--- src/sapi_pkg.sv ---
// shared constants for the sampling converter parallel interface
package sapi_pkg;
    localparam int SAPI_DATA_WIDTH = 12;
    localparam int SAPI_CLK_PERIOD_NS = 8;
    localparam int SAPI_CONV_TIME_NS = 1600;
    localparam int SAPI_WAKE_TIME_NS = 350;
    localparam int SAPI_ACQ_TIME_NS = 250;
    localparam int SAPI_CONV_CYCLES = SAPI_CONV_TIME_NS / SAPI_CLK_PERIOD_NS;
    localparam int SAPI_WAKE_CYCLES = (SAPI_WAKE_TIME_NS + SAPI_CLK_PERIOD_NS - 1)
        / SAPI_CLK_PERIOD_NS;
    localparam int SAPI_CNT_WIDTH = 8;
    localparam logic [11:0] SAPI_RESULT_RESET = 12'h000;
    typedef enum logic [1:0] {
        SAPI_OFF  = 2'b00,
        SAPI_WAKE = 2'b01,
        SAPI_IDLE = 2'b10,
        SAPI_CONV = 2'b11
    } sapi_state_type;
endpackage

--- src/sapi_sar_if.sv ---
// handshake between sequencer and successive-approximation core
`timescale 1ns/1ns
interface sapi_sar_if;
    logic start;
    logic bipolar;
    logic [11:0] sample;
    logic done;
    logic [11:0] result;
    modport ctrl (output start, output bipolar, output sample, input done, input result);
    modport core (input start, input bipolar, input sample, output done, output result);
endinterface

--- src/sapi_top.sv ---
// conversion control and parallel read port of the sampling converter
// Contract
// (RQ1) low convert start with chip select starts
// (RQ2) starts ignored while converting
// (RQ3) busy low during conversion, high after
// (RQ4) conversion lasts 1.6 us internally
// (RQ5) host allows 250 ns acquisition
// (RQ6) low power-down input powers down
// (RQ7) no conversion while powered down
// (RQ8) ready 350 ns after power-down release
// (RQ9) tied-low selects keep outputs driven
// (RQ10) falling convert start edge triggers
// (RQ11) outputs float until read strobe
// (RQ12) tied strobe starts, shows previous result
// (RQ13) new result and busy high at end
// (RQ14) rom strobe starts and presents previous
// (RQ15) host waits completion before rereading
// (RQ16) unipolar codes are straight binary
// (RQ17) bipolar codes cross zero at all ones
// (RQ18) host stalls or buffers bus
// (RQ19) result latched at conversion end
// (RQ20) bipolar output is two's complement
// (RQ21) drive data only with select and read low
`timescale 1ns/1ns
module sapi_top
    import sapi_pkg::*;
#(
    parameter int DATA_WIDTH = SAPI_DATA_WIDTH
) (
    input wire logic core_clk,
    input wire logic arst_n,
    input wire logic chip_select_n,
    input wire logic read_n,
    input wire logic convert_start_n,
    input wire logic power_down_n,
    input wire logic bipolar,
    input wire logic [11:0] analog_code,
    output logic busy_n,
    output logic [11:0] data_out,
    output logic [11:0] data_oe_n
);
    // refuse word widths the fixed 12-bit datapath cannot serve
    if (DATA_WIDTH != SAPI_DATA_WIDTH) begin : g_width_check
        $error("only a 12-bit word is supported");
    end

    logic [4:0] sync1;
    logic [4:0] sync2;
    logic cs_s;
    logic rd_s;
    logic cv_s;
    logic pd_s;
    logic bp_s;
    logic cv_prev;
    logic [11:0] ain1;
    logic [11:0] ain2;
    sapi_state_type state;
    logic [SAPI_CNT_WIDTH-1:0] count;
    logic start_edge;
    logic conv_end;
    logic [11:0] result;
    sapi_sar_if sar();

    // pin synchronisers
    always_ff @(posedge core_clk or negedge arst_n) begin
        if (!arst_n) begin
            sync1 <= 5'h0F;
            sync2 <= 5'h0F;
            ain1 <= 12'h000;
            ain2 <= 12'h000;
        end else begin
            sync1 <= {bipolar, power_down_n, convert_start_n, read_n, chip_select_n};
            sync2 <= sync1;
            ain1 <= analog_code;
            ain2 <= ain1;
        end
    end

    assign cs_s = sync2[0];
    assign rd_s = sync2[1];
    assign cv_s = sync2[2];
    assign pd_s = sync2[3];
    assign bp_s = sync2[4];

    always_ff @(posedge core_clk or negedge arst_n) begin
        if (!arst_n) begin
            cv_prev <= 1'b1;
        end else begin
            cv_prev <= cv_s;
        end
    end

    // falling edge of convert start while selected
    assign start_edge = cv_prev && !cv_s && !cs_s; // RQ1 RQ10

    // conversion sequencer
    always_ff @(posedge core_clk or negedge arst_n) begin
        if (!arst_n) begin
            state <= SAPI_WAKE;
            count <= '0;
        end else if (!pd_s) begin
            state <= SAPI_OFF; // RQ6 RQ7
            count <= '0;
        end else begin
            unique case (state)
                SAPI_OFF: begin
                    state <= SAPI_WAKE;
                    count <= '0;
                end
                SAPI_WAKE: begin
                    if (count == SAPI_CNT_WIDTH'(SAPI_WAKE_CYCLES - 1)) begin
                        state <= SAPI_IDLE; // RQ8
                        count <= '0;
                    end else begin
                        count <= count + 1'b1;
                    end
                end
                SAPI_IDLE: begin
                    if (start_edge) begin
                        state <= SAPI_CONV; // RQ1
                        count <= '0;
                    end
                end
                SAPI_CONV: begin
                    // starts ignored until the count ends
                    if (count == SAPI_CNT_WIDTH'(SAPI_CONV_CYCLES - 1)) begin
                        state <= SAPI_IDLE; // RQ2 RQ4
                        count <= '0;
                    end else begin
                        count <= count + 1'b1;
                    end
                end
            endcase
        end
    end

    assign sar.start = (state == SAPI_IDLE) && pd_s && start_edge;
    // last counted cycle of a conversion that was not aborted
    assign conv_end = pd_s && state == SAPI_CONV &&
        count == SAPI_CNT_WIDTH'(SAPI_CONV_CYCLES - 1);
    assign sar.bipolar = bp_s; // RQ16 RQ17
    assign sar.sample = ain2;

    sapi_sar u_sar (
        .core_clk(core_clk),
        .arst_n(arst_n),
        .sar(sar)
    );

    // output latch loads at conversion end
    always_ff @(posedge core_clk or negedge arst_n) begin
        if (!arst_n) begin
            result <= SAPI_RESULT_RESET;
        end else if (conv_end) begin
            result <= sar.result; // RQ19 RQ13
        end
    end

    always_ff @(posedge core_clk or negedge arst_n) begin
        if (!arst_n) begin
            busy_n <= 1'b1;
        end else begin
            busy_n <= !((pd_s && state == SAPI_CONV && !conv_end) || sar.start); // RQ3 RQ12
        end
    end

    // data latch shown on the pins, new word at conversion end
    always_ff @(posedge core_clk or negedge arst_n) begin
        if (!arst_n) begin
            data_out <= SAPI_RESULT_RESET;
        end else begin
            data_out <= conv_end ? sar.result : result; // RQ14 RQ12
        end
    end

    // drivers on only with select and read low
    always_ff @(posedge core_clk or negedge arst_n) begin
        if (!arst_n) begin
            data_oe_n <= 12'hFFF;
        end else begin
            data_oe_n <= {12{cs_s | rd_s}}; // RQ21 RQ11 RQ9
        end
    end

    AST_BUSY_LOW_ON_START: assert property ( // RQ3
        @(posedge core_clk) disable iff (!arst_n)
        sar.start |=> !busy_n)
        else $error("busy not low after start");
    AST_CONV_LENGTH: assert property ( // RQ4
        @(posedge core_clk) disable iff (!arst_n)
        sar.start |=> !busy_n [*8])
        else $error("busy rose early");
    AST_CONV_ENDS: assert property ( // RQ4
        @(posedge core_clk) disable iff (!arst_n)
        sar.start |-> ##[1:201] busy_n)
        else $error("conversion did not end");
    AST_CONV_FULL: assert property ( // RQ3 RQ4
        @(posedge core_clk) disable iff (!arst_n)
        conv_end |=> busy_n && state == SAPI_IDLE)
        else $error("busy not released at conversion end");
    AST_NO_RESTART: assert property ( // RQ2
        @(posedge core_clk) disable iff (!arst_n)
        pd_s && state == SAPI_CONV && !conv_end |=>
        state == SAPI_CONV && count == $past(count) + 1'b1)
        else $error("restart during conversion");
    AST_OFF_NO_START: assert property ( // RQ6 RQ7
        @(posedge core_clk) disable iff (!arst_n)
        !pd_s |=> state == SAPI_OFF && busy_n)
        else $error("active in power down");
    AST_WAKE_BOUND: assert property ( // RQ8
        @(posedge core_clk) disable iff (!arst_n)
        $rose(pd_s) |-> ##[1:46] state == SAPI_IDLE || !pd_s)
        else $error("wake took too long");
    AST_WAKE_NOT_EARLY: assert property ( // RQ8
        @(posedge core_clk) disable iff (!arst_n)
        $rose(pd_s) |=> (state == SAPI_WAKE || state == SAPI_OFF) [*8])
        else $error("idle too soon after power up");
    AST_START_NEEDS_CS: assert property ( // RQ1 RQ10
        @(posedge core_clk) disable iff (!arst_n)
        sar.start |-> !cs_s && $fell(cv_s))
        else $error("start without select");
    AST_OE_FOLLOWS: assert property ( // RQ21
        @(posedge core_clk) disable iff (!arst_n)
        !cs_s && !rd_s |=> data_oe_n == 12'h000)
        else $error("outputs not driven");
    AST_OE_FLOATS: assert property ( // RQ11
        @(posedge core_clk) disable iff (!arst_n)
        rd_s |=> data_oe_n == 12'hFFF)
        else $error("outputs driven without read");
    AST_OE_UNIFORM: assert property ( // RQ21
        @(posedge core_clk) disable iff (!arst_n)
        data_oe_n == 12'h000 || data_oe_n == 12'hFFF)
        else $error("output enables split");
    AST_RESULT_AT_END: assert property ( // RQ19 RQ13
        @(posedge core_clk) disable iff (!arst_n)
        $rose(busy_n) |-> data_out == result)
        else $error("result missing at end");
    AST_RESULT_LOAD: assert property ( // RQ19
        @(posedge core_clk) disable iff (!arst_n)
        conv_end |=> result == $past(sar.result))
        else $error("latch missed the new word");
    AST_RESULT_HELD: assert property ( // RQ12 RQ14
        @(posedge core_clk) disable iff (!arst_n)
        !busy_n |=> busy_n || $stable(result))
        else $error("latch changed during conversion");
    AST_SAR_DONE: assert property ( // RQ19
        @(posedge core_clk) disable iff (!arst_n)
        sar.start |-> ##12 sar.done)
        else $error("bit search did not finish in twelve steps");
endmodule

--- src/sapi_sar.sv ---
// bit-serial successive-approximation core, msb first
`timescale 1ns/1ns
module sapi_sar
    import sapi_pkg::*;
(
    input wire logic core_clk,
    input wire logic arst_n,
    sapi_sar_if.core sar
);
    logic [11:0] trial;
    logic [11:0] mask;
    logic [11:0] held;
    logic running;
    logic [11:0] code;

    always_ff @(posedge core_clk or negedge arst_n) begin
        if (!arst_n) begin
            trial <= 12'h000;
            mask <= 12'h000;
            held <= 12'h000;
            running <= 1'b0;
        end else if (sar.start) begin
            held <= sar.sample;
            trial <= 12'h800;
            mask <= 12'h800;
            running <= 1'b1;
        end else if (running) begin
            if (trial > held) begin
                trial <= (trial & ~mask) | (mask >> 1);
            end else begin
                trial <= trial | (mask >> 1);
            end
            mask <= mask >> 1;
            if (mask == 12'h001) begin
                running <= 1'b0;
            end
        end
    end

    // bipolar output is two's complement
    always_comb begin
        code = trial;
        if (sar.bipolar) begin
            code = {~trial[11], trial[10:0]}; // RQ20 RQ17
        end
    end

    assign sar.result = code;
    assign sar.done = running && (mask == 12'h001);
endmodule

--- config.mk ---
export PLATFORM = sky130hd
export DESIGN_NAME = sapi_top
export DESIGN_NICKNAME = d
export VERILOG_FILES = /design/src/sapi_pkg.sv /design/src/sapi_sar_if.sv /design/src/sapi_top.sv /design/src/sapi_sar.sv
export SDC_FILE = /design/constraint.sdc
export NUM_CORES = 1
export LEC_CHECK = 0
export BUFFER_PORTS_ARGS = -buffer_cell sky130_fd_sc_hd__buf_2
export CORE_ASPECT_RATIO = 1.5
export CORE_MARGIN = 4
export CORE_UTILIZATION = 55
export DETAILED_ROUTE_END_ITERATION = 8
export MAX_ROUTING_LAYER = met4
export PLACE_DENSITY = 0.77
export SLEW_MARGIN = 20
export SYNTH_ARGS = -nofsm -noshare
export SYNTH_HDL_FRONTEND = slang
export SYNTH_SLANG_ARGS = --single-unit
export TNS_END_PERCENT = 1
--- constraint.sdc ---
create_clock -name core_clk -period 2.5 [get_ports core_clk]
set_input_delay 0.375 -clock core_clk [delete_from_list [all_inputs] [get_ports core_clk]]
set_output_delay 0.375 -clock core_clk [all_outputs]
set_load 0.05 [all_outputs]
# Yosys cells after proc, flatten, opt, wreduce, memory -nomap -nowiden
# Cells that the tools add are included.
# word_totals
ff_bits	96
inputBits	19
output_inout_bits	25
word_cells	65
# op_classes
n_addsub	1
order_cmp	1
eq_ne	9
mux	19
bitwise_logic	6
n_reduce_logical	15
# op_table
operator	n
2-to-1 mux 12 bit	6
2-to-1 mux 8 bit	4
case mux 8 bit (4 select lines)	1
OR 12 x 11 -> 12 bit	2
AND 12 bit	1
equality test 12 x 1 -> 1 bit, second input constant	1
greater-than comparator 12 bit	1
NOT 12 bit	1
!= test 3 bit, second input constant	3
adder 8 x 1 -> 8 bit, second input constant	1
equality test 8 x 6 -> 1 bit, second input constant	1
equality test 8 bit, second input constant	1
2-to-1 mux 2 bit	4
case mux 2 bit (4 select lines)	1
logical AND 1 bit	7
equality test 2 bit, second input constant	2
logical NOT 1 bit	4
2-to-1 mux 1 bit	3
AND reduction 3 bit	1
equality test 2 x 1 -> 1 bit, second input constant	1
logical NOT 2 bit	1
nonzero test 2 bit	1
logical OR 1 bit	1
NOT 1 bit	1
OR 1 bit	1

# Longest topological paths before layout
# logic_depth
depth_word	7
mapped_depth	7
mapped_depth_nobuf	6

# Modules after synthesis
# A second synthesis with hierarchy kept.
# unflattened
cells_unflattened	375
area_unflattened_um2	4181.5
# modules_own_cells
mod	n_inst	cells_per_inst	area_per_inst_um2	seq_area_each_um2
sapi_top	1	148	2148.3	1491.4
sapi_sar	1	227	2033.2	925.9

# Worst setup path before layout
# No wires, ideal clock.
# synth_path
path_type	register -> register
from	register u_sar.trial[11]
to	register u_sar.trial[11]
setup_time_ns	0.135
t_arrival_ns	1.696
required_time_ns	2.365
slack_ns	0.668
path_stages_with_launch	7
path_buffers	1
synth_period_minus_slack_ns	1.832
path_cell_list	dfrtp_1 ha_1 nand4_1 or2_2 clkbuf_1 o41ai_1 a21oi_1
# synth_between
elab_chain_len	5
word_cells_on_any_way	7
classes_between	order compare: 1; mux: 3; bitwise: 3
# synth_rtl
element	line_no	text
start: declaration	sapi_sar.sv:10	logic [11:0] trial;
start signal: assignment	sapi_sar.sv:29	trial <= (trial & ~mask) | (mask >> 1);
start signal: assignment	sapi_sar.sv:31	trial <= trial | (mask >> 1);
branches (longest 2 deep; another with greater-than comparator 12 bit)	n/a	
2-to-1 mux 12 bit *	sapi_sar.sv:28	if (trial > held) begin
2-to-1 mux 12 bit *	sapi_sar.sv:27	end else if (running) begin
2-to-1 mux 12 bit *	sapi_sar.sv:22	end else if (sar.start) begin
# Every way passes the cells marked *. The select of a mux whose other input is x is not followed.
# A chain may end at the register's enable or synchronous reset.

# Worst setup path after layout
# layout_path
from	register count[0]
to	register data_out[7]
# layout_between
elab_chain_len	2
# layout_rtl
element	line_no	text
start: declaration	sapi_top.sv:58	logic [SAPI_CNT_WIDTH-1:0] count;
start signal: assignment	sapi_top.sv:115	count <= count + 1'b1;
start signal: assignment	sapi_top.sv:130	count <= count + 1'b1;
equality test 8 bit	sapi_top.sv:140	count == SAPI_CNT_WIDTH'(SAPI_CONV_CYCLES - 1);
logical AND 1 bit	sapi_top.sv:139	assign conv_end = pd_s && state == SAPI_CONV &&
end signal: assignment	sapi_top.sv:172	data_out <= conv_end ? sar.result : result;
end: declaration	sapi_top.sv:39	output logic [11:0] data_out,
# Every way passes these cells.

==> results.md <==
* Status: complete, no violations
* Pin count of the biggest net entering global routing at 62
* Chip height at ~110 µm
* Post-CTS Setup Repair Bufs at 0
* N_diodes at 0
* Busiest grt layer: met2
* Maximum clock frequency at a little over 500 MHz
* Vias in the first global route at 2742
* DRT Pass-1 Iters at 5
* R2R cell count at 6
* Ys Warns at 0
* # fillers at between 500 and 600
* Worst Hold Class: input port to flop
* RSZ-0062 raised after global routing: false
* GR Util met2 at between 30% and 40%
* Post-Synth Adder-Cell Area at under 10%
* CP Class: flop to flop
* Synthesized area per cell at 11.4 µm²
* Latest clock arrival within the worst-skew pair at approximately 0.36 ns
* Grt ovf at 0
* Crit path capture type: flop
* Mapped Nets at about 400
* Min-delay src: power_down_n
* Core box area at between 7000 and 8000 µm²
* Routed len/inst at roughly 16 µm
* Gpl congestion at 0.849
* Total power draw at around 4.0 mW
* First-pass GRT wire length at 13200 µm
* Placement Cell Area at about 4300 µm²
* Largest family of logic cells by synthesized area: simple AND/OR/NAND/NOR gates
* Area Overhead vs Synth at 10.2%
* Most common cell after layout, fill and taps aside: dfrtp_1
* Arrival time at the worst endpoint at about 2.2 ns
* Fin area at 4520 µm²
* Post-synth EDFFs at 0
* Hold Crit Depth at 1
* CTS H-tree depth at 3
* I/O pins at 44
* Most frequent cells in the layout: 84 x dfrtp_1, 42 x buf_2, 38 x nand2_1
* Seq cells post-synth at 96
* Synth async-reset ratio at 100%
* Number of max-capacitance violations reported at 0
* Post-synthesis cell count at approximately 360
* Clock tree buffer depth at 2
* Clock Pin Slew Worst Setup and Hold Paths at 0.09 ns
* Fin crit share at 77.5%
* Simple-gate share of the synthesized area at a little over an eighth
* Core Util, Final at between 60% and 70%
* Critical R2R Capture: data_out[7]
* IO Port Bufs at 43
* Max-slew headroom at approximately two thirds
* Die ar. at approximately 8900 µm²
* Crit path max-delay family: simple AND/OR/NAND/NOR gates
* Count of final hold-check violations at 0
* CP Data Required Time at ~2.8 ns
* Crit-path max FO at 12
* # resized after CTS at 0
* Die width at between 70 and 80 µm
* CP max-delay cell: dfrtp_1
* Rows at 38
* DP HPWL at 5540 µm
* Clock Tree Root: clkbuf_8
* Sink Count at 96
* Layout Skew at about 0.011 ns
* Multiplexer share of the synthesized area at about 3.8%
* Starting Density at between 50 and 60%
* DR iter-0 viols at 232
* Final net count at 430
* Drt drc at 0
* Clock buffer count from CTS at 9
* DR vias at around 2800
* Synthesized cell area at 4100 µm²
* Share of cells above drive strength 1 at about 25%
* Worst R2R Start: count[0]
* Post-synth top flop: dfrtp_1
* Final Max Slew Viols at 0
* CTS tree: yes
* Antenna violations before repair at 0
* Fin crit period at 1.94 ns
* Setup violators final at 0
* Worst path cell trace: ha_1, nor2b_1, nand3_1, nor3_2, buf_4, mux2_2
* Slew @ Worst Pin at between 0.5 and 0.6 ns
* Post-synthesis sequential area ratio at 58.9%
* Crit path largest cell delay at about 0.40 ns
* Setup_tns at 0 ns
* Slack of the worst reg-to-reg path at around 0.56 ns
* Hold Path Sink: sync1[3]
* Number of distinct library cells after synthesis at 46
* Drt via density at between 5 and 6
* Levels on crit path at 6
* Global-route track usage on met3 at between 4 and 5%
* GRT met1 Usage at a little under a quarter
* Post-route antenna net violation count at 0
* Total GRT Usage at between 10% and 20%
* IR Drop Worst-Case VDD at ~0.59 mV
* Routed WL at 7910 µm
* XOR/XNOR Fraction of Synth Area at 0.640%
* Compound-gate portion of the synthesized area at 13.1%
* Pleak at roughly 2.1 nW
* Power Dens Cells at 886 nW/µm²
* Buf/Inv on CP at 1
* Worst setup SP type: flop
==> sequential cells by signal, indices dropped and copies added (netlist names), 2 cells and up <==
name,count
ain2,12
u_sar.mask,12
state,2
ain1,12
sync1,5
sync2,5
count,8
u_sar.held,12
data_out,12
u_sar.trial,12
==> layout make-up <==
type / count / area (µm²) / area share, %
Clock buffer: 10 / 128 / 2.82
Sequential cell: 96 / 2420 / 53.5
Timing Repair Buffer: 52 / 300 / 6.64
Inverter: 23 / 86.3 / 1.91
Multi-Input combinational cell: 216 / 1420 / 31.4
Tap cell: 100 / 125 / 2.77
Clock inverter: 6 / 43.8 / 0.969
==> worst reg2reg max path, cell delays in order, from the launching register on <==
cell and delay, ns:
dfrtp_1 0.40, ha_1 0.21, nor2b_1 0.27, nand3_1 0.17, nor3_2 0.18, buf_4 0.24
mux2_2 0.36
==> synthesized netlist by cell type (2+ instances only) <==
| cell | instances | area [µm²] |
|---|---|---|
| a211oi_1 | 9 | 67.6 |
| a21o_1 | 5 | 37.5 |
| a21oi_1 | 26 | 130 |
| a31oi_1 | 4 | 25.0 |
| a32o_1 | 2 | 20.0 |
| buf_2 | 3 | 15.0 |
| buf_4 | 13 | 97.6 |
| buf_6 | 4 | 45.0 |
| clkbuf_1 | 6 | 22.5 |
| dfrtp_1 | 84 | 2100 |
| dfstp_2 | 12 | 315 |
| ha_1 | 13 | 163 |
| inv_1 | 23 | 86.3 |
| mux2_2 | 12 | 135 |
| mux2i_1 | 2 | 20.0 |
| nand2_1 | 38 | 143 |
| nand2b_1 | 11 | 68.8 |
| nand3_1 | 12 | 60.1 |
| nand4_1 | 4 | 25.0 |
| nor2_1 | 9 | 33.8 |
| nor2b_1 | 2 | 12.5 |
| nor3_1 | 2 | 10.0 |
| nor4_1 | 9 | 56.3 |
| nor4b_1 | 2 | 17.5 |
| o21ai_0 | 28 | 140 |
| o31ai_1 | 4 | 30.0 |
| or2_2 | 2 | 12.5 |
| xnor2_1 | 2 | 17.5 |
==> worst max-delay path by stage <==
stage                          startpoint               to  slack (ns)
after global routing             count[0]      data_out[9]        0.44
after CTS                        count[0]      data_out[9]        0.57
final                            count[0]      data_out[7]        0.56
after detailed placement         count[0]      data_out[9]        0.58
after global placement    u_sar.trial[11]  u_sar.trial[11]        0.67
after floorplan           u_sar.trial[11]  u_sar.trial[11]        0.67
==> kinds of logic after synthesis <==
family,after synthesis
adders and majority gates,13
buffers and inverters,49
DFF,96
and+or+nand+nor,101
muxes,14
AOI/OAI and AO/OA,85
xor gates and xnor gates,3
==> layer usage <==
metal | routed length [µm] | share of wire [%] | vias up
li1 | - | - | 1323
met4 | 134 | 1.7 | 0
met5 | 0 | 0 | -
met3 | 241 | 3.0 | 10
met2 | 4280 | 54 | 60
met1 | 3250 | 41 | 1372
==> repair_timing <==
item	in CTS	in global routing
hold endpoints to repair	27	0
endpoints found under the setup margin	0	0
hold buffers	1	0
==> power by group <==
| part | internal (mW) | switching (mW) | total (mW) |
|---|---|---|---|
| clock network | 0.367 | 0.534 | 0.901 |
| registers | 1.80 | 0.236 | 2.03 |
| logic | 0.437 | 0.635 | 1.07 |
==> through the flow <==
step           hold WS, ns  setup WS [ns]  cells
4_1_cts             0.0866          0.569    503
3_3_place_gp         0.332          0.666    486
6_report             0.103          0.563    503
5_1_grt             0.0868          0.442    503
3_5_place_dp         0.336          0.582    486
2_1_floorplan       0.0794          0.668    361
(Power assumes the default switching activity.)
